<file path="config.mk">
export PLATFORM = sky130hd
export DESIGN_NAME = dllrf_top
export DESIGN_NICKNAME = d
export VERILOG_FILES = /design/src/rtl/dllrf_pkg.sv /design/src/rtl/dllrf_lane.sv /design/src/rtl/dllrf_top.sv
export SDC_FILE = /design/constraint.sdc
export NUM_CORES = 1
export LEC_CHECK = 0
export ABC_CLOCK_PERIOD_IN_PS = 2500
export BUFFER_PORTS_ARGS = -buffer_cell sky130_fd_sc_hd__buf_2
export CAP_MARGIN = 20
export CORE_UTILIZATION = 36
export DETAILED_ROUTE_END_ITERATION = 8
export PLACE_DENSITY_LB_ADDON = 0.12
export SYNTH_ARGS = -nofsm -noshare
export SYNTH_HDL_FRONTEND = slang
export SYNTH_SLANG_ARGS = --single-unit
</file>
<file path="constraint.sdc">
create_clock -name CLK_SYS_IN -period 2.5 [get_ports CLK_SYS_IN]
set_clock_uncertainty 0.1 [all_clocks]
set_input_delay 0.5 -clock CLK_SYS_IN [delete_from_list [all_inputs] [get_ports CLK_SYS_IN]]
set_output_delay 0.5 -clock CLK_SYS_IN [all_outputs]
set_load 0.005 [all_outputs]
</file>
<file path="src/rtl/dllrf_pkg.sv">
// Shared constants for the DLL relock, clock change and write-leveling block.
// Assumes a 32-bit APB register bus and a seven-entry mode register set.
package dllrf_pkg;

    ////////////////////////////////////////////////////////////////////////////////
    // Register map, byte addresses
    localparam int ADDR_W = 8;
    localparam logic [7:0] OFF_CMD = 8'h00;
    localparam logic [7:0] OFF_MRW = 8'h04;
    localparam logic [7:0] OFF_STATUS = 8'h08;
    localparam logic [7:0] OFF_MR_BASE = 8'h10;

    ////////////////////////////////////////////////////////////////////////////////
    // Mode register set
    localparam int MR_W = 18;
    localparam int MR_COUNT = 7;
    localparam logic [MR_W-1:0] MR_RESET = 18'h00000;
    localparam int MR_SEL_LSB = 18;
    localparam logic [2:0] MR_LATENCY = 3'h0;
    localparam logic [2:0] MR_DLL_TERM = 3'h1;
    localparam logic [2:0] MR_DATA_RATE = 3'h6;

    // Field positions in the mode registers
    localparam int DLL_EN_BIT = 0;
    localparam int DLL_RST_BIT = 8;
    localparam int LVL_EN_BIT = 7;
    localparam int QOFF_BIT = 12;

    // Command register bits
    localparam int CMD_SRE_BIT = 0;
    localparam int CMD_SRX_BIT = 1;

    // Status register bits
    localparam int ST_IN_SR_BIT = 0;
    localparam int ST_CK_IGN_BIT = 1;
    localparam int ST_DLL_EN_BIT = 2;
    localparam int ST_LOCKED_BIT = 3;
    localparam int ST_LVL_BIT = 4;
    localparam int ST_PEND_BIT = 5;

    // Default counts, in link clock rising edges
    localparam int DLL_LOCK_NCK_DEF = 768;
    localparam int SRE_HOLD_NCK_DEF = 5;

    ////////////////////////////////////////////////////////////////////////////////
    // Self refresh state, Gray coded along idle, hold, ignore
    typedef enum logic [1:0] {
        ST_IDLE = 2'b00,
        ST_SR_HOLD = 2'b01,
        ST_SR_IGN = 2'b11
    } dllrf_sr_t;

endpackage

</file>
<file path="src/rtl/dllrf_lane.sv">
// One byte lane of write-leveling feedback.
// Assumes ck_level is already synchronised to clk; the strobe pin is not.
`timescale 1ns/1ps
`default_nettype none

module dllrf_lane
    import dllrf_pkg::*;
(
    input wire logic clk_in,
    input wire logic rstn_in,
    input wire logic ck_level_in,
    input wire logic dqs_pin_in,
    output logic fb_out
);

    logic [1:0] dqs_sync;
    logic dqs_q;
    logic dqs_rise;

    ////////////////////////////////////////////////////////////////////////////////
    // Strobe synchroniser and edge history
    always_ff @(posedge clk_in or negedge rstn_in) begin
        if (!rstn_in) begin
            dqs_sync <= 2'h0;
            dqs_q <= 1'b0;
        end else begin
            dqs_sync <= {dqs_sync[0], dqs_pin_in};
            dqs_q <= dqs_sync[1];
        end
    end

    assign dqs_rise = dqs_sync[1] & ~dqs_q;

    // Clock level caught on each strobe rising edge
    always_ff @(posedge clk_in or negedge rstn_in) begin
        if (!rstn_in) begin
            fb_out <= 1'b0;
        end else if (dqs_rise) begin
            fb_out <= ck_level_in;
        end
    end
endmodule

`default_nettype wire

</file>
<file path="src/rtl/dllrf_top.sv">
// DRAM side of DLL relock, clock frequency change and write-leveling feedback.
// Assumes an APB master on CLK_SYS_IN; CK and DQS pins arrive asynchronously.
//
// Operation
// Controller starts from idle, nominal termination off, before self refresh entry.
// After entry and clock hold, device ignores clock; controller may change it.
// Controller gives stable new clock for exit setup time before exit.
// Controller keeps clock enable high from exit until DLL lock time.
// Controller holds termination pin constant until lock if termination was enabled.
// After exit delay, controller writes DLL enable bit in DLL mode register.
// After command delay, controller sets latency register reset bit to start relock.
// Controller reprograms latencies; long calibration allowed after mode-update delay.
// Controller waits mode update, lock time and calibration time before use.
// Controller changes clock frequency only while device is in self refresh.
// Controller disables parity latency before entry, re-enables after exit.
// Clock-dependent settings updated after speed-up finish before leaving idle.
// Data rate written before entry relocks at exit; after entry needs reset.
// Controller keeps new frequency within speed grade limits.
// Controller rewrites latencies, preambles and data rate for the new frequency.
// In leveling, device samples clock on strobe rise and drives it back.
// Controller steps strobe delay until feedback goes 0 to 1.
// Device terminates strobe during leveling; controller terminates data bus.
// Device drives leveling feedback on every data bit.
// Each byte lane levels separately from its own strobe.
// Controller issues many leveling bursts while varying strobe delay.
// DLL disabled when DLL register bit 0 is 0, enabled when 1.
// Leveling active while DLL register bit 7 is high.
// Controller disables write termination before entering leveling.
// Controller runs a separate countdown for each mandated wait.
`timescale 1ns/1ps
`default_nettype none

module dllrf_top
    import dllrf_pkg::*;
#(
    parameter int LANES = 2,
    parameter int LANE_BITS = 8,
    parameter int DLL_LOCK_NCK = DLL_LOCK_NCK_DEF,
    parameter int SRE_HOLD_NCK = SRE_HOLD_NCK_DEF
) (
    input wire logic CLK_SYS_IN,
    input wire logic RSTN_IN,
    input wire logic PSEL_IN,
    input wire logic PENABLE_IN,
    input wire logic PWRITE_IN,
    input wire logic [ADDR_W-1:0] PADDR_IN,
    input wire logic [31:0] PWDATA_IN,
    output logic [31:0] PRDATA_OUT,
    output logic PREADY_OUT,
    output logic PSLVERR_OUT,
    input wire logic CK_IN,
    input wire logic [LANES-1:0] DQS_IN,
    output logic [LANES*LANE_BITS-1:0] DQ_OUT,
    output logic [LANES*LANE_BITS-1:0] DQ_OE_N_OUT,
    output logic DQS_TERM_OUT
);

    localparam int HOLD_W = $clog2(SRE_HOLD_NCK + 1);
    localparam int LOCK_W = $clog2(DLL_LOCK_NCK + 1);

    if (LANES < 1 || LANES > 2 || LANE_BITS < 1 || DLL_LOCK_NCK < 1 || SRE_HOLD_NCK < 1) begin : g_chk
        $error("dllrf_top: unsupported parameter values");
    end

    ////////////////////////////////////////////////////////////////////////////////
    // Decode helpers
    function automatic logic is_mr_addr(input logic [ADDR_W-1:0] a);
        is_mr_addr = (a >= OFF_MR_BASE) && (a < OFF_MR_BASE + 8'(4 * MR_COUNT)) && (a[1:0] == 2'h0);
    endfunction

    function automatic logic [2:0] mr_index(input logic [ADDR_W-1:0] a);
        logic [ADDR_W-1:0] d;
        d = a - OFF_MR_BASE;
        mr_index = d[4:2];
    endfunction

    logic [1:0] ck_sync;
    logic ck_q;
    logic ck_rise;
    logic access;
    logic wr_fire;
    logic mrw_fire;
    logic [2:0] mrw_sel;
    logic sre_fire;
    logic srx_fire;
    logic dll_rst_fire;
    logic [MR_W-1:0] mr [MR_COUNT];
    dllrf_sr_t state;
    logic [HOLD_W-1:0] hold_cnt;
    logic rate_in_sr;
    logic relock_pending;
    logic lock_run;
    logic [LOCK_W-1:0] lock_cnt;
    logic dll_locked;
    logic dll_en;
    logic lvl_active;
    logic qoff;
    logic [LANES-1:0] lane_fb;
    logic [31:0] next_rdata;
    logic next_err;

    ////////////////////////////////////////////////////////////////////////////////
    // Link clock synchroniser and rising edge detect
    always_ff @(posedge CLK_SYS_IN or negedge RSTN_IN) begin
        if (!RSTN_IN) begin
            ck_sync <= 2'h0;
            ck_q <= 1'b0;
        end else begin
            ck_sync <= {ck_sync[0], CK_IN};
            ck_q <= ck_sync[1];
        end
    end

    assign ck_rise = ck_sync[1] & ~ck_q;

    ////////////////////////////////////////////////////////////////////////////////
    // APB strobes and command decode
    assign access = PSEL_IN & PENABLE_IN & PREADY_OUT;
    assign wr_fire = access & PWRITE_IN;
    assign mrw_fire = wr_fire && (PADDR_IN == OFF_MRW);
    assign mrw_sel = PWDATA_IN[MR_SEL_LSB +: 3];
    assign sre_fire = wr_fire && (PADDR_IN == OFF_CMD) && PWDATA_IN[CMD_SRE_BIT] && (state == ST_IDLE);
    assign srx_fire = wr_fire && (PADDR_IN == OFF_CMD) && PWDATA_IN[CMD_SRX_BIT] && (state != ST_IDLE);
    assign dll_rst_fire = mrw_fire && (mrw_sel == MR_LATENCY) && PWDATA_IN[DLL_RST_BIT]
        && (state == ST_IDLE) && dll_en;
    assign dll_en = mr[MR_DLL_TERM][DLL_EN_BIT];
    assign lvl_active = mr[MR_DLL_TERM][LVL_EN_BIT];
    assign qoff = mr[MR_DLL_TERM][QOFF_BIT];

    // One wait state; answer registered
    always_ff @(posedge CLK_SYS_IN or negedge RSTN_IN) begin
        if (!RSTN_IN) begin
            PREADY_OUT <= 1'b0;
            PRDATA_OUT <= 32'h0;
            PSLVERR_OUT <= 1'b0;
        end else begin
            PREADY_OUT <= PSEL_IN & PENABLE_IN & ~PREADY_OUT;
            PRDATA_OUT <= (PSEL_IN & PENABLE_IN & ~PREADY_OUT & ~PWRITE_IN) ? next_rdata : 32'h0;
            PSLVERR_OUT <= PSEL_IN & PENABLE_IN & ~PREADY_OUT & next_err;
        end
    end

    // Read mux and unmapped detection
    always_comb begin
        next_rdata = 32'h0;
        next_err = 1'b0;
        if (PADDR_IN == OFF_STATUS) begin
            next_rdata[ST_IN_SR_BIT] = (state != ST_IDLE);
            next_rdata[ST_CK_IGN_BIT] = (state == ST_SR_IGN);
            next_rdata[ST_DLL_EN_BIT] = dll_en;
            next_rdata[ST_LOCKED_BIT] = dll_locked;
            next_rdata[ST_LVL_BIT] = lvl_active;
            next_rdata[ST_PEND_BIT] = relock_pending;
        end else if (is_mr_addr(PADDR_IN)) begin
            next_rdata = {{(32-MR_W){1'b0}}, mr[mr_index(PADDR_IN)]};
        end else if (PADDR_IN == OFF_CMD || PADDR_IN == OFF_MRW) begin
            next_err = !PWRITE_IN;
        end else begin
            next_err = 1'b1;
        end
    end

    ////////////////////////////////////////////////////////////////////////////////
    // Mode register file
    always_ff @(posedge CLK_SYS_IN or negedge RSTN_IN) begin
        if (!RSTN_IN) begin
            for (int i = 0; i < MR_COUNT; i++) begin
                mr[i] <= MR_RESET;
            end
        end else if (mrw_fire && mrw_sel < 3'(MR_COUNT)) begin
            mr[mrw_sel] <= PWDATA_IN[MR_W-1:0];
        end
    end

    ////////////////////////////////////////////////////////////////////////////////
    // Self refresh: hold clock edges, then ignore the clock
    always_ff @(posedge CLK_SYS_IN or negedge RSTN_IN) begin
        if (!RSTN_IN) begin
            state <= ST_IDLE;
            hold_cnt <= '0;
        end else begin
            unique case (state)
                ST_IDLE: begin
                    hold_cnt <= '0;
                    if (sre_fire) begin
                        state <= ST_SR_HOLD;
                    end
                end
                ST_SR_HOLD: begin
                    if (srx_fire) begin
                        state <= ST_IDLE;
                    end else if (ck_rise && hold_cnt == HOLD_W'(SRE_HOLD_NCK - 1)) begin
                        state <= ST_SR_IGN;
                    end else if (ck_rise) begin
                        hold_cnt <= hold_cnt + HOLD_W'(1);
                    end
                end
                ST_SR_IGN: begin
                    if (srx_fire) begin
                        state <= ST_IDLE;
                    end
                end
            endcase
        end
    end

    // Data rate written during self refresh demands an explicit DLL reset
    always_ff @(posedge CLK_SYS_IN or negedge RSTN_IN) begin
        if (!RSTN_IN) begin
            rate_in_sr <= 1'b0;
            relock_pending <= 1'b0;
        end else begin
            if (mrw_fire && mrw_sel == MR_DATA_RATE && state != ST_IDLE) begin
                rate_in_sr <= 1'b1;
            end else if (srx_fire) begin
                rate_in_sr <= 1'b0;
            end
            if (srx_fire && rate_in_sr) begin
                relock_pending <= 1'b1;
            end else if (dll_rst_fire) begin
                relock_pending <= 1'b0;
            end
        end
    end

    ////////////////////////////////////////////////////////////////////////////////
    // DLL lock countdown on link clock edges
    always_ff @(posedge CLK_SYS_IN or negedge RSTN_IN) begin
        if (!RSTN_IN) begin
            lock_run <= 1'b0;
            lock_cnt <= '0;
            dll_locked <= 1'b0;
        end else if (!dll_en || sre_fire) begin
            lock_run <= 1'b0;
            lock_cnt <= '0;
            dll_locked <= 1'b0;
        end else if (dll_rst_fire || (srx_fire && !rate_in_sr)) begin
            lock_run <= 1'b1;
            lock_cnt <= '0;
            dll_locked <= 1'b0;
        end else if (lock_run && ck_rise && state == ST_IDLE) begin
            if (lock_cnt == LOCK_W'(DLL_LOCK_NCK - 1)) begin
                lock_run <= 1'b0;
                dll_locked <= 1'b1;
            end else begin
                lock_cnt <= lock_cnt + LOCK_W'(1);
            end
        end
    end

    ////////////////////////////////////////////////////////////////////////////////
    // Write-leveling feedback, one lane per strobe
    for (genvar l = 0; l < LANES; l++) begin : g_lane
        dllrf_lane u_lane (
            .clk_in(CLK_SYS_IN),
            .rstn_in(RSTN_IN),
            .ck_level_in(ck_sync[1]),
            .dqs_pin_in(DQS_IN[l]),
            .fb_out(lane_fb[l])
        );
    end

    // Drive feedback on every bit of its lane, terminate strobes
    always_ff @(posedge CLK_SYS_IN or negedge RSTN_IN) begin
        if (!RSTN_IN) begin
            DQ_OUT <= '0;
            DQ_OE_N_OUT <= '1;
            DQS_TERM_OUT <= 1'b0;
        end else begin
            for (int l = 0; l < LANES; l++) begin
                DQ_OUT[l*LANE_BITS +: LANE_BITS] <= lvl_active ? {LANE_BITS{lane_fb[l]}} : '0;
                DQ_OE_N_OUT[l*LANE_BITS +: LANE_BITS] <= {LANE_BITS{~(lvl_active & ~qoff)}};
            end
            DQS_TERM_OUT <= lvl_active;
        end
    end
endmodule

`default_nettype wire

</file>
==> results of run 1 <==
[routing by layer]
metal,routed length [µm],vias up,GRT usage
met3,592,17,0.03446
met4,223,0,0.04196
met1,8222,2572,0.2096
met5,0,-,0
met2,9405,104,0.2896
li1,-,2312,-
[state kept, by name, indices dropped and copies added (netlist names), 2 cells and up]
signal and count:
PRDATA_OUT 18, mr 124, state 2, g_lane.u_lane.fb_out 2
ck_sync 2, g_lane.u_lane.dqs_q 2, g_lane.u_lane.dqs_sync 4, lock_cnt 10
DQ_OUT 2, hold_cnt 3
[timing repair]
action,in CTS,in global routing
hold buffers,1,0
endpoints found under the hold margin,42,0
buffers inserted,0,0
[final cells by class]
cell class              count  share of cell area
multi-input cells         377              0.3543
flip-flops and latches    180              0.4575
clock inverters            13             0.01741
well taps                 285             0.03621
clock buffers              19             0.04396
inverters                   4            0.001525
repair buffers            122             0.08906
[through the flow]
step	instances	utilization	setup slack, ns	TNS [ns]	cell area (µm²)
after CTS	1000	0.4337	0.3072	0	9848
after detailed placement	967	0.4066	-0.1300	-6.507	9234
after global routing	1000	0.4337	0.2580	0	9848
after floorplan	632	-	-0.1001	-2.544	8519
final	1000	0.4337	0.2965	0	9848
after global placement	967	0.4066	-0.1339	-7.181	9234
[report_power, final]
| group | total (W) | switching, W | internal, W |
|---|---|---|---|
| sequential | 0.00293 | 0.00000709 | 0.00293 |
| combinational | 0.000262 | 0.000173 | 0.0000885 |
| clock | 0.00277 | 0.00118 | 0.00159 |
| total | 0.00596 | 0.00136 | 0.00461 |
[placed cells by master, fill, tap and decap left out, types with 6 or more instances in the layout]
master / netlist / routed
sky130_fd_sc_hd__conb_1: 1 / 14
sky130_fd_sc_hd__nor4_1: 6 / 6
sky130_fd_sc_hd__mux4_2: 18 / 18
sky130_fd_sc_hd__nand3_1: 9 / 9
sky130_fd_sc_hd__xnor2_1: 10 / 10
sky130_fd_sc_hd__o21ai_0: 27 / 27
sky130_fd_sc_hd__mux2_2: 108 / 89
sky130_fd_sc_hd__clkbuf_16: 0 / 17
sky130_fd_sc_hd__dfrtp_1: 179 / 179
sky130_fd_sc_hd__buf_4: 47 / 18
sky130_fd_sc_hd__nand2_1: 37 / 37
sky130_fd_sc_hd__buf_12: 0 / 14
sky130_fd_sc_hd__nor2_1: 30 / 30
sky130_fd_sc_hd__buf_2: 4 / 88
sky130_fd_sc_hd__mux2i_1: 38 / 38
sky130_fd_sc_hd__mux2_4: 20 / 39
[final timing paths]
path,end,depth (start not counted),from
max,mr[42],7,PADDR_IN[1]
min,g_lane[0].u_lane.dqs_sync[0],1,DQS_IN[0]
max reg2reg,mr[116],5,PREADY_OUT
min reg2reg,ck_sync[1],0,ck_sync[0]
max in group asynchronous,DQ_OE_N_OUT[0],3,RSTN_IN
min in group asynchronous,mr[81],2,RSTN_IN
[kinds of logic after synthesis]
family / share of synthesized area
multiplexers: 0.2750
XOR/XNOR: 0.01046
buffers and inverters: 0.06068
other: 0.0004479
AND/OR/NAND/NOR: 0.08534
flip-flops: 0.5382
adder cells (fa/ha/maj): 0.004484
AO/OA/AOI/OAI: 0.02541
==> impl_table.tex, run 1 <==
\begin{tabular}{lr}
\hline
Metric & Value \\
\hline
\multicolumn{2}{l}{\textbf{Status}} \\
\quad Outcome & finished clean \\
\multicolumn{2}{l}{\textbf{Place}} \\
\quad Half-perimeter wire length after placement & 11550 µm \\
\quad Buffers on Ports & 89 \\
\quad Final estimated routing congestion in global placement & around 0.74 \\
\multicolumn{2}{l}{\textbf{Die}} \\
\quad Effective utilization at floorplan & 0.3687 \\
\quad Placeable core area & 0.02271 mm² \\
\quad DIE WIDTH & 154.5 µm \\
\quad Full die area & approximately 0.024 mm² \\
\quad Row cnt & 55 \\
\quad Top-Level Pins & 115 \\
\quad Die Span Y & 154.5 µm \\
\multicolumn{2}{l}{\textbf{Critical path}} \\
\quad Worst endpoint data arrival time & 2.41 ns \\
\quad Max stage delay cell, worst path & sky130\_fd\_sc\_hd\_\_or4\_4 \\
\quad Register-to-register path setup slack & about 0.5 ns \\
\quad Buffers \& Inverters on Critical Path & 2 \\
\quad List of cells traversed by the critical path & buf\_2 -> or4\_4 -> or2\_4 -> nor3\_2 -> nor3b\_4 -> buf\_12 -> mux2\_2 \\
\quad Largest stage delay on the critical path & 0.53 ns \\
\quad Critical path capture point type & flip-flop \\
\quad Largest fanout on the critical path & 18 \\
\quad Critical path start-end classification & in2reg \\
\quad Cell family with most CP delay & simple AND/OR/NAND/NOR gates \\
\quad Critical Path Start Type & input port \\
\quad Required time of the critical path & 2.71 ns \\
\multicolumn{2}{l}{\textbf{Synth}} \\
\quad Top post-synthesis cells by area & sky130\_fd\_sc\_hd\_\_dfrtp\_1, sky130\_fd\_sc\_hd\_\_mux2\_2, sky130\_fd\_sc\_hd\_\_mux4\_2 \\
\quad Warnings from Yosys & 0 \\
\quad Post-synthesis sequential element count & 180 \\
\quad Top post-synthesis cells by count & sky130\_fd\_sc\_hd\_\_dfrtp\_1, sky130\_fd\_sc\_hd\_\_mux2\_2, sky130\_fd\_sc\_hd\_\_buf\_4, sky130\_fd\_sc\_hd\_\_mux2i\_1, sky130\_fd\_sc\_hd\_\_nand2\_1 \\
\quad Avg Inst Size Synth & 13.52 µm² \\
\quad Sequential share of the synthesized area & 0.5382 \\
\quad Main flop type after synthesis & sky130\_fd\_sc\_hd\_\_dfrtp\_1 \\
\quad Most repeated cell in the gate-level netlist after synthesis & sky130\_fd\_sc\_hd\_\_dfrtp\_1 \\
\quad Share of Yosys cell area claimed by the top area cell type & 0.5350 \\
\quad Area of the mapped netlist & 0.008372 mm² \\
\quad Number of distinct standard cells referenced by the synthesized netlist & 50 \\
\quad Instance count of the mapped netlist & roughly 620 \\
\quad EDFF count, synth & 0 \\
\quad Post-synthesis cell type with the largest combined area & sky130\_fd\_sc\_hd\_\_dfrtp\_1 \\
\quad Async set or reset register ratio after synthesis & 1.000 \\
\multicolumn{2}{l}{\textbf{Power}} \\
\quad Power per unit of standard cell area & 605.7 mW/mm² \\
\quad Lkg Pwr & 4.842 nW \\
\quad Maximum resistive drop on vdd & 0.3890 mV \\
\quad Total power & 0.005965 W \\
\multicolumn{2}{l}{\textbf{Timing}} \\
\quad RSZ-0062 raised after global routing & no \\
\quad Number of hold violations in the final report & 0 \\
\quad Final setup fails & 0 \\
\quad Post-layout min period & approximately 2.2 ns \\
\quad Total count of max-transition violations in the final report & 0 \\
\quad Final period util & 0.8814 \\
\quad Max Clk Rate & 453.8 MHz \\
\quad Worst slack on hold paths & 0.08289 ns \\
\multicolumn{2}{l}{\textbf{Route}} \\
\quad Residual DRC count & 0 \\
\quad Total wire length & 18440 µm \\
\quad Via total after detailed routing & approximately 5000 \\
\quad Antenna-violating nets left & 0 \\
\quad Average vias per placed instance & 5.005 \\
\quad Count of TritonRoute iterations in the first routing pass & 4 \\
\quad Initial drt markers & 151 \\
\quad Wire length per cell after detailed routing & 18.44 µm \\
\multicolumn{2}{l}{\textbf{Final layout}} \\
\quad Layout Nets & 753 \\
\quad Layout overhead on the synthesized area & 17.64\% \\
\quad Combined area of the multi-input logic cells & approximately 0.0035 mm² \\
\quad Fillers & 2077 \\
\quad N\_diodes & 0 \\
\quad Area of all sequential standard cells & approximately 0.0045 mm² \\
\quad Share of cells above drive strength 1 & 0.4350 \\
\multicolumn{2}{l}{\textbf{GRT}} \\
\quad Global-route wire length before repair & 29950 µm \\
\quad Overall global routing resource usage & 0.1660 \\
\quad Number of antenna violations at the first check in global routing & 1 \\
\quad Largest net degree at the start of global routing & 50 \\
\quad Number of global-route vias before repair & 5432 \\
\quad Overflow after GRT & 0 \\
\multicolumn{2}{l}{\textbf{Run}} \\
\quad Number of max-cap violations & 0 \\
\multicolumn{2}{l}{\textbf{CTS}} \\
\quad Cell chosen for the clock root & sky130\_fd\_sc\_hd\_\_clkbuf\_16 \\
\quad Reg clk slew, reported paths & $\sim$0.070 ns \\
\quad Buffer levels on the longest clock path & 2 \\
\quad Clock sink count & 180 \\
\quad Deepest level of the CTS H-tree & 4 \\
\quad Total of cells resized after clock tree synthesis & 0 \\
\quad Worst skew pair latency & 0.43 ns \\
\quad TritonCTS Buffers & 17 \\
\quad TritonCTS clock tree & done \\
\multicolumn{2}{l}{\textbf{Min path}} \\
\quad Worst hold path class & in2reg \\
\hline
\end{tabular}
No activity file was read; power rests on OpenSTA's default activity.
==> inputs of run 2 (changes only) <==
SYNTH_HIERARCHICAL = 1   (was unset)
==> impl_table.tex, run 2 <==
\begin{tabular}{lr}
\hline
Metric & Value \\
\hline
\multicolumn{2}{l}{\textbf{Critical path}} \\
\quad Required time of the critical path & 2.74 ns (+0.03 ns) \\
\quad Critical Path Start Type & flip-flop \\
\quad Critical path capture point type & flip-flop \\
\quad Register-to-register path setup slack & 0.35 ns (-0.14 ns) \\
\quad Critical path start-end classification & reg2reg \\
\quad Largest fanout on the critical path & 14 (-4) \\
\quad Worst endpoint data arrival time & 2.39 ns (-0.02 ns) \\
\multicolumn{2}{l}{\textbf{Timing}} \\
\quad Post-route setup TNS & 0 ns (unchanged) \\
\quad Max Clk Rate & 464.5 MHz (+2.4\%) \\
\quad RSZ-0062 raised after global routing & no \\
\quad Post-layout min period & 2.153 ns (-0.05081 ns) \\
\quad Final period util & 0.8611 (-0.02033) \\
\quad Final setup fails & 0 (unchanged) \\
\quad Number of hold violations in the final report & 0 (unchanged) \\
\quad Worst slack on hold paths & 0.07709 ns (-0.005796 ns) \\
\quad Total count of max-transition violations in the final report & 0 (unchanged) \\
\multicolumn{2}{l}{\textbf{Die}} \\
\quad Row cnt & 55 (unchanged) \\
\quad Placeable core area & 0.02257 mm² (-0.61\%) \\
\quad Top-Level Pins & 115 (unchanged) \\
\quad Effective utilization at floorplan & 0.3661 (-0.002575) \\
\quad Full die area & 0.02356 mm² (-1.3\%) \\
\quad Die Span Y & 153.5 µm (-0.64\%) \\
\quad DIE WIDTH & 153.5 µm (-0.64\%) \\
\multicolumn{2}{l}{\textbf{Place}} \\
\quad Half-perimeter wire length after placement & 12490 µm (+8.2\%) \\
\quad Final estimated routing congestion in global placement & 0.8096 (+9.4\%) \\
\quad Buffers on Ports & 89 (unchanged) \\
\quad Instance count after placement with tap cells included & 958 (-0.93\%) \\
\multicolumn{2}{l}{\textbf{Final layout}} \\
\quad Layout overhead on the synthesized area & 16.70\% \\
\quad Final design utilization & 0.4272 (-0.006447) \\
\quad Highest-count cells in the layout ignoring fill and taps & sky130\_fd\_sc\_hd\_\_dfrtp\_1, sky130\_fd\_sc\_hd\_\_mux2\_2, sky130\_fd\_sc\_hd\_\_buf\_2, sky130\_fd\_sc\_hd\_\_buf\_4, sky130\_fd\_sc\_hd\_\_nand2\_1 \\
\quad Share of cells above drive strength 1 & 0.4504 (+0.01546) \\
\quad Largest register by flop count & mr \\
\quad Layout Nets & 744 (-1.2\%) \\
\quad Most common library cell in the layout ignoring fill and taps & sky130\_fd\_sc\_hd\_\_dfrtp\_1 \\
\quad Flip-flop count of the largest register, all copies and words added & 124 (unchanged) \\
\quad Largest regs & mr: 124 flops, PRDATA\_OUT: 18 flops, lock\_cnt: 10 flops \\
\quad Final cell count without fillers & 992 (-0.80\%) \\
\multicolumn{2}{l}{\textbf{Route}} \\
\quad Via total after detailed routing & 5231 (+4.5\%) \\
\quad Count of TritonRoute iterations in the first routing pass & 6 (+2) \\
\quad Total wire length & 19430 µm (+5.4\%) \\
\quad Residual DRC count & 0 (unchanged) \\
\quad Wire length per cell after detailed routing & 19.59 µm (+6.2\%) \\
\quad Initial drt markers & 246 (+63\%) \\
\quad Antenna-violating nets left & 0 (unchanged) \\
\quad Average vias per placed instance & 5.273 (+5.4\%) \\
\multicolumn{2}{l}{\textbf{Min path}} \\
\quad Worst hold path class & in2reg \\
\multicolumn{2}{l}{\textbf{Power}} \\
\quad Lkg Pwr & 4.693 nW (-3.1\%) \\
\quad Power per unit of standard cell area & 627.1 mW/mm² (+3.5\%) \\
\quad Sequential share of power & 0.497 (+0.005) \\
\quad Clock share of power & 0.443 (-0.021) \\
\quad Total power & 0.006047 W (+1.4\%) \\
\quad Internal power consumption & 0.004521 W (-1.8\%) \\
\quad Fraction of power spent switching nets & 0.2523 (+0.02461) \\
\quad Net Sw Power & 0.001526 W (+12\%) \\
\quad Portion of total power attributed to combinational logic & 0.061 (+0.017) \\
\quad Maximum resistive drop on vdd & 0.2939 mV (-24\%) \\
\multicolumn{2}{l}{\textbf{GRT}} \\
\quad Number of global-route vias before repair & 5380 (-0.96\%) \\
\quad Global-route wire length before repair & 30950 µm (+3.3\%) \\
\quad Largest net degree at the start of global routing & 66 (+32\%) \\
\quad Overflow after GRT & 0 (unchanged) \\
\quad Overall global routing resource usage & 0.1734 (+0.007464) \\
\quad Number of antenna violations at the first check in global routing & 1 (unchanged) \\
\multicolumn{2}{l}{\textbf{CTS}} \\
\quad Clock sink count & 180 (unchanged) \\
\quad TritonCTS Buffers & 17 (unchanged) \\
\quad Worst skew pair latency & 0.42 ns (about the same) \\
\quad Cell chosen for the clock root & sky130\_fd\_sc\_hd\_\_clkbuf\_16 \\
\quad Deepest level of the CTS H-tree & 4 (unchanged) \\
\quad Post-CTS setup buffer count & 0 (unchanged) \\
\quad Buffer levels on the longest clock path & 2 (unchanged) \\
\quad Reg clk slew, reported paths & 0.07 ns (about the same) \\
\quad TritonCTS clock tree & done \\
\multicolumn{2}{l}{\textbf{Synth}} \\
\quad Number of distinct standard cells referenced by the synthesized netlist & 54 (+8.0\%) \\
\quad Most repeated cell in the gate-level netlist after synthesis & sky130\_fd\_sc\_hd\_\_dfrtp\_1 \\
\quad Warnings from Yosys & 6 (+6) \\
\quad Instance count of the mapped netlist & 610 (-1.5\%) \\
\quad EDFF count, synth & 0 (unchanged) \\
\quad Avg Inst Size Synth & 13.55 µm² (+0.16\%) \\
\quad Post-synthesis cell type with the largest combined area & sky130\_fd\_sc\_hd\_\_dfrtp\_1 \\
\quad Async set or reset register ratio after synthesis & 1.000 (unchanged) \\
\quad Sequential share of the synthesized area & 0.5453 (+0.007090) \\
\quad Share of Yosys cell area claimed by the top area cell type & 0.5421 (+0.007049) \\
\quad Top post-synthesis cells by area & sky130\_fd\_sc\_hd\_\_dfrtp\_1, sky130\_fd\_sc\_hd\_\_mux2\_2, sky130\_fd\_sc\_hd\_\_mux4\_2 \\
\quad Main flop type after synthesis & sky130\_fd\_sc\_hd\_\_dfrtp\_1 \\
\quad Area of the mapped netlist & 0.008263 mm² (-1.3\%) \\
\quad Post-synthesis sequential element count & 180 (unchanged) \\
\quad Top post-synthesis cells by count & sky130\_fd\_sc\_hd\_\_dfrtp\_1, sky130\_fd\_sc\_hd\_\_mux2\_2, sky130\_fd\_sc\_hd\_\_buf\_4, sky130\_fd\_sc\_hd\_\_nand2\_1, sky130\_fd\_sc\_hd\_\_nor2\_1 \\
\multicolumn{2}{l}{\textbf{Run}} \\
\quad Number of max-cap violations & 0 (unchanged) \\
\multicolumn{2}{l}{\textbf{Status}} \\
\quad Outcome & finished clean \\
\hline
\end{tabular}
-- run 2: changes by cell type after synthesis, moves of 12 or more --
cell / previous run / this run
sky130_fd_sc_hd__a221oi_1: 0 / 17
sky130_fd_sc_hd__mux2_1: 0 / 12
sky130_fd_sc_hd__mux2_2: 108 / 131
sky130_fd_sc_hd__mux2_4: 20 / 2
sky130_fd_sc_hd__mux2i_1: 38 / 6
sky130_fd_sc_hd__nand2_1: 37 / 22
sky130_fd_sc_hd__o21ai_0: 27 / 12
-- run 2: worst paths after layout --
check / endpoint / depth (start not counted) / start
setup / recovery: lock_cnt[4] / 6 / state[1]
hold / removal: g_lane[1].u_lane/dqs_sync[0] / 1 / DQS_IN[1]
setup reg to reg: lock_cnt[4] / 6 / state[1]
hold reg to reg: g_lane[1].u_lane/dqs_sync[1] / 0 / g_lane[1].u_lane/dqs_sync[0]
max in group asynchronous: mr[69] / 3 / RSTN_IN
min in group asynchronous: lock_cnt[5] / 2 / RSTN_IN
-- run 2: worst max-delay path, cell delays in order (launching register included) --
cell and delay, ns:
sky130_fd_sc_hd__dfrtp_1 0.44, sky130_fd_sc_hd__nor4b_1 0.35, sky130_fd_sc_hd__buf_4 0.18, sky130_fd_sc_hd__nand2_1 0.05, sky130_fd_sc_hd__buf_4 0.18, sky130_fd_sc_hd__or4_1 0.53, sky130_fd_sc_hd__a211oi_1 0.25
-- run 2: cell type report --
type | instances | area, µm²
well taps | 285 | 356.6
flip-flops and latches | 180 | 4506
fillers | 2069 | 12930
inverters | 9 | 33.78
repair buffers | 124 | 842.1
multi-input cells | 361 | 3314
clock inverters | 14 | 158.9
clock buffers | 18 | 429.2
diodes | 1 | 2.502
-- run 2: metal layers --
| layer | GRT usage | part of all wire | vias up |
|---|---|---|---|
| met5 | 0 | 0 | - |
| met3 | 0.03523 | 0.037 | 17 |
| met1 | 0.2246 | 0.45 | 2729 |
| li1 | - | - | 2360 |
| met2 | 0.2942 | 0.51 | 125 |
| met4 | 0.04905 | 0.011 | 0 |
-- run 2: logic make-up after synthesis --
kind of cell    share of synthesized area
compound gates                    0.05103
fa+ha+maj                        0.004543
buf+inv                           0.05951
flops                              0.5453
mux                                0.2548
other cells                     0.0004538
simple gates                      0.08435
-- run 2: timing repair --
action | in CTS | in global routing
resized for setup | 0 | 0
endpoints found under the hold margin | 29 | 0
hold buffers | 1 | 0
-- run 2: stage by stage --
stage / setup WS (ns) / area, µm²
finish: 0.3473 / 9643
global route: 0.2212 / 9641
CTS: 0.3365 / 9641
detailed placement: 0.09963 / 9042
global placement: 0.1104 / 9042
floorplan: 0.03739 / 8312
-- run 2: power by group through the flow --
stage               sequential, W  combinational (W)  clock, W
detailed placement        0.00306           0.000375         0
global route              0.00301           0.000411   0.00289
finish                    0.00300           0.000366   0.00268
CTS                       0.00300           0.000376   0.00276
floorplan                 0.00305           0.000184         0
global placement          0.00306           0.000359         0
==> inputs of run 3 (changes only) <==
ABC_CLOCK_PERIOD_IN_PS = 2470   (was 2500)
SETUP_SLACK_MARGIN = 0.4   (was unset)
SKIP_LAST_GASP = 1   (was unset)
clock period = 2.47 ns   (was 2.5 ns; I/O delays follow)
==> impl_table.tex, run 3 (synthesized netlist as in run 2, its figures left out) <==
\begin{tabular}{lr}
\hline
Metric & Value \\
\hline
\multicolumn{2}{l}{\textbf{Final layout}} \\
\quad Largest regs & mr: 124 flops, PRDATA\_OUT: 18 flops, lock\_cnt: 10 flops \\
\quad Most common library cell in the layout ignoring fill and taps & sky130\_fd\_sc\_hd\_\_dfrtp\_1 \\
\quad Share of cells above drive strength 1 & 0.4767 (+0.02630) \\
\quad Highest-count cells in the layout ignoring fill and taps & sky130\_fd\_sc\_hd\_\_dfrtp\_1, sky130\_fd\_sc\_hd\_\_mux2\_2, sky130\_fd\_sc\_hd\_\_buf\_2, sky130\_fd\_sc\_hd\_\_buf\_4, sky130\_fd\_sc\_hd\_\_mux2\_4 \\
\quad Flip-flop count of the largest register, all copies and words added & 124 (unchanged) \\
\quad Largest register by flop count & mr \\
\quad Layout overhead on the synthesized area & 18.29\% \\
\quad Layout Nets & 747 (+0.40\%) \\
\multicolumn{2}{l}{\textbf{Min path}} \\
\quad Hold path start & DQS\_IN[1] \\
\quad Worst hold stages & 1 (unchanged) \\
\quad Hold Path Sink & g\_lane[1].u\_lane/dqs\_sync[0] \\
\quad Worst hold path class & in2reg \\
\multicolumn{2}{l}{\textbf{Route}} \\
\quad Wire length per cell after detailed routing & 19.13 µm (-2.3\%) \\
\quad Met2 routed wirelength & 9651 µm (-1.8\%) \\
\quad Highest routed metal layer & met4 \\
\quad Via total after detailed routing & 5202 (-0.55\%) \\
\quad Initial drt markers & 295 (+20\%) \\
\quad Average vias per placed instance & 5.228 (-0.85\%) \\
\quad Count of TritonRoute iterations in the first routing pass & 4 (-2) \\
\quad Met1 WL & 8512 µm (-1.7\%) \\
\quad Residual DRC count & 0 (unchanged) \\
\quad Met3 layer wire length in the routed design & 466 µm (-35\%) \\
\quad Total wire length & 19030 µm (-2.0\%) \\
\quad Antenna-violating nets left & 0 (unchanged) \\
\multicolumn{2}{l}{\textbf{Critical path}} \\
\quad Critical path start-end classification & reg2reg \\
\quad Worst flop-to-flop path endpoint & lock\_cnt[5] \\
\quad Critical Path Start Type & flip-flop \\
\quad Origin of the critical flop-to-flop path & lock\_cnt[0] \\
\quad Worst endpoint data arrival time & 2.22 ns (-0.17 ns) \\
\quad Critical path capture point type & flip-flop \\
\quad Path depth of the worst reg2reg path & 6 (unchanged) \\
\quad Largest fanout on the critical path & 13 (-1) \\
\quad Required time of the critical path & 2.70 ns (-0.04 ns) \\
\quad Register-to-register path setup slack & 0.48 ns (+0.13 ns) \\
\multicolumn{2}{l}{\textbf{CTS}} \\
\quad TritonCTS clock tree & done \\
\quad Buffer levels on the longest clock path & 2 (unchanged) \\
\quad Reg clk slew, reported paths & 0.07 ns (about the same) \\
\quad Cell chosen for the clock root & sky130\_fd\_sc\_hd\_\_clkbuf\_16 \\
\quad Deepest level of the CTS H-tree & 4 (unchanged) \\
\quad Clock sink count & 180 (unchanged) \\
\quad Worst skew pair latency & 0.43 ns (about the same) \\
\quad TritonCTS Buffers & 17 (unchanged) \\
\multicolumn{2}{l}{\textbf{Timing}} \\
\quad Final period util & 0.8057 (-0.05543) \\
\quad Post-route setup TNS & 0 ns (unchanged) \\
\quad Rel. slew slack & 0.6656 \\
\quad Max Clk Rate & 502.5 MHz (+8.2\%) \\
\quad Number of hold violations in the final report & 0 (unchanged) \\
\quad Worst slack on hold paths & 0.06673 ns (-0.01036 ns) \\
\quad RSZ-0062 raised after global routing & no \\
\quad Total count of max-transition violations in the final report & 0 (unchanged) \\
\quad Post-layout min period & 1.990 ns (-0.1627 ns) \\
\quad Final setup fails & 0 (unchanged) \\
\quad Transition time at the pin with the least slew margin & 0.5016 ns \\
\multicolumn{2}{l}{\textbf{Die}} \\
\quad Effective utilization at floorplan & 0.3661 (unchanged) \\
\quad Placeable core area & 0.02257 mm² (unchanged) \\
\quad Row cnt & 55 (unchanged) \\
\quad Top-Level Pins & 115 (unchanged) \\
\quad Full die area & 0.02356 mm² (unchanged) \\
\quad Die Span Y & 153.5 µm (unchanged) \\
\quad DIE WIDTH & 153.5 µm (unchanged) \\
\multicolumn{2}{l}{\textbf{GRT}} \\
\quad Largest net degree at the start of global routing & 57 (-14\%) \\
\quad Global-route wire length before repair & 30820 µm (-0.42\%) \\
\quad Number of global-route vias before repair & 5519 (+2.6\%) \\
\quad Overall global routing resource usage & 0.1726 (-0.0008186) \\
\quad Number of antenna violations at the first check in global routing & 1 (unchanged) \\
\quad Overflow after GRT & 0 (unchanged) \\
\multicolumn{2}{l}{\textbf{Status}} \\
\quad Outcome & finished clean \\
\multicolumn{2}{l}{\textbf{Power}} \\
\quad Portion of total power attributed to combinational logic & 0.064 (+0.003) \\
\quad Net Sw Power & 0.001485 W (-2.7\%) \\
\quad Maximum resistive drop on vdd & 0.3831 mV (+30\%) \\
\quad Lkg Pwr & 4.774 nW (+1.7\%) \\
\quad Fraction of power spent switching nets & 0.2438 (-0.008482) \\
\quad Clock share of power & 0.437 (-0.006) \\
\quad Sequential share of power & 0.499 (+0.002) \\
\quad Internal power consumption & 0.004604 W (+1.8\%) \\
\quad Power per unit of standard cell area & 623.0 mW/mm² (-0.66\%) \\
\multicolumn{2}{l}{\textbf{Place}} \\
\quad Half-perimeter wire length after placement & 12230 µm (-2.1\%) \\
\quad Buffers on Ports & 89 (unchanged) \\
\quad Final estimated routing congestion in global placement & 0.8029 (-0.83\%) \\
\multicolumn{2}{l}{\textbf{Run}} \\
\quad Number of max-cap violations & 0 (unchanged) \\
\hline
\end{tabular}
run 3: worst max path at each step:
stage	end	depth (start not counted)	start	slack, ns
2_1_floorplan	mr[116]	5	PADDR_IN[6]	0.08
4_1_cts	lock_cnt[4]	6	lock_cnt[0]	0.41
3_5_place_dp	mr[92]	7	PADDR_IN[6]	-0.08
6_report	lock_cnt[5]	6	lock_cnt[0]	0.48
3_3_place_gp	lvl_active	7	PADDR_IN[6]	-0.03
5_1_grt	lock_cnt[5]	6	lock_cnt[0]	0.39
run 3: layer usage:
layer	GRT usage	vias up
met3	0.03100	25
li1	-	2363
met5	0	-
met4	0.06476	0
met2	0.2931	100
met1	0.2196	2714
run 3: final cells by class:
class | instances | area [µm²]
clock inverters | 13 | 122.6
well taps | 285 | 356.6
multi-input cells | 361 | 3437
diodes | 1 | 2.502
clock buffers | 19 | 452.9
flip-flops and latches | 180 | 4506
repair buffers | 127 | 863.3
inverters | 9 | 33.78
fillers | 2057 | 12800
run 3: timing repair:
item | in CTS | in global routing
resized for setup | 9 | 3
cloned | 1 | 0
endpoints found under the setup margin | 39 | 5
buffers inserted | 1 | 2
hold buffers | 1 | 0
pin swaps | 2 | 4
hold endpoints to repair | 46 | 0
run 3: per-stage QoR:
step                      instance area (µm²)    util  total power [W]  worst slack, ns  cells
after detailed placement                 9106  0.4034         0.003479         -0.07653    957
final                                    9774  0.4330         0.006089           0.4800    995
after global placement                   9106  0.4034         0.003461         -0.03334    957
after global routing                     9774  0.4330         0.006359           0.3950    995
after CTS                                9742  0.4316         0.006162           0.4076    992
after floorplan                          8442       -         0.003273          0.07652    623
run 3: worst max-delay path: stages (launching register included):
cell and delay [ns]:
sky130_fd_sc_hd__dfrtp_1 0.42, sky130_fd_sc_hd__ha_1 0.26, sky130_fd_sc_hd__nand4b_1 0.16, sky130_fd_sc_hd__nor3b_1 0.07
sky130_fd_sc_hd__buf_4 0.18, sky130_fd_sc_hd__or4_1 0.46, sky130_fd_sc_hd__a211oi_1 0.25
run 3: power groups by stage:
stage	Combinational, W	Clock [W]	Sequential [W]
after global routing	0.000437	0.00288	0.00304
after detailed placement	0.000390	0	0.00309
after global placement	0.000375	0	0.00309
after CTS	0.000391	0.00274	0.00303
after floorplan	0.000188	0	0.00309
final	0.000388	0.00266	0.00304
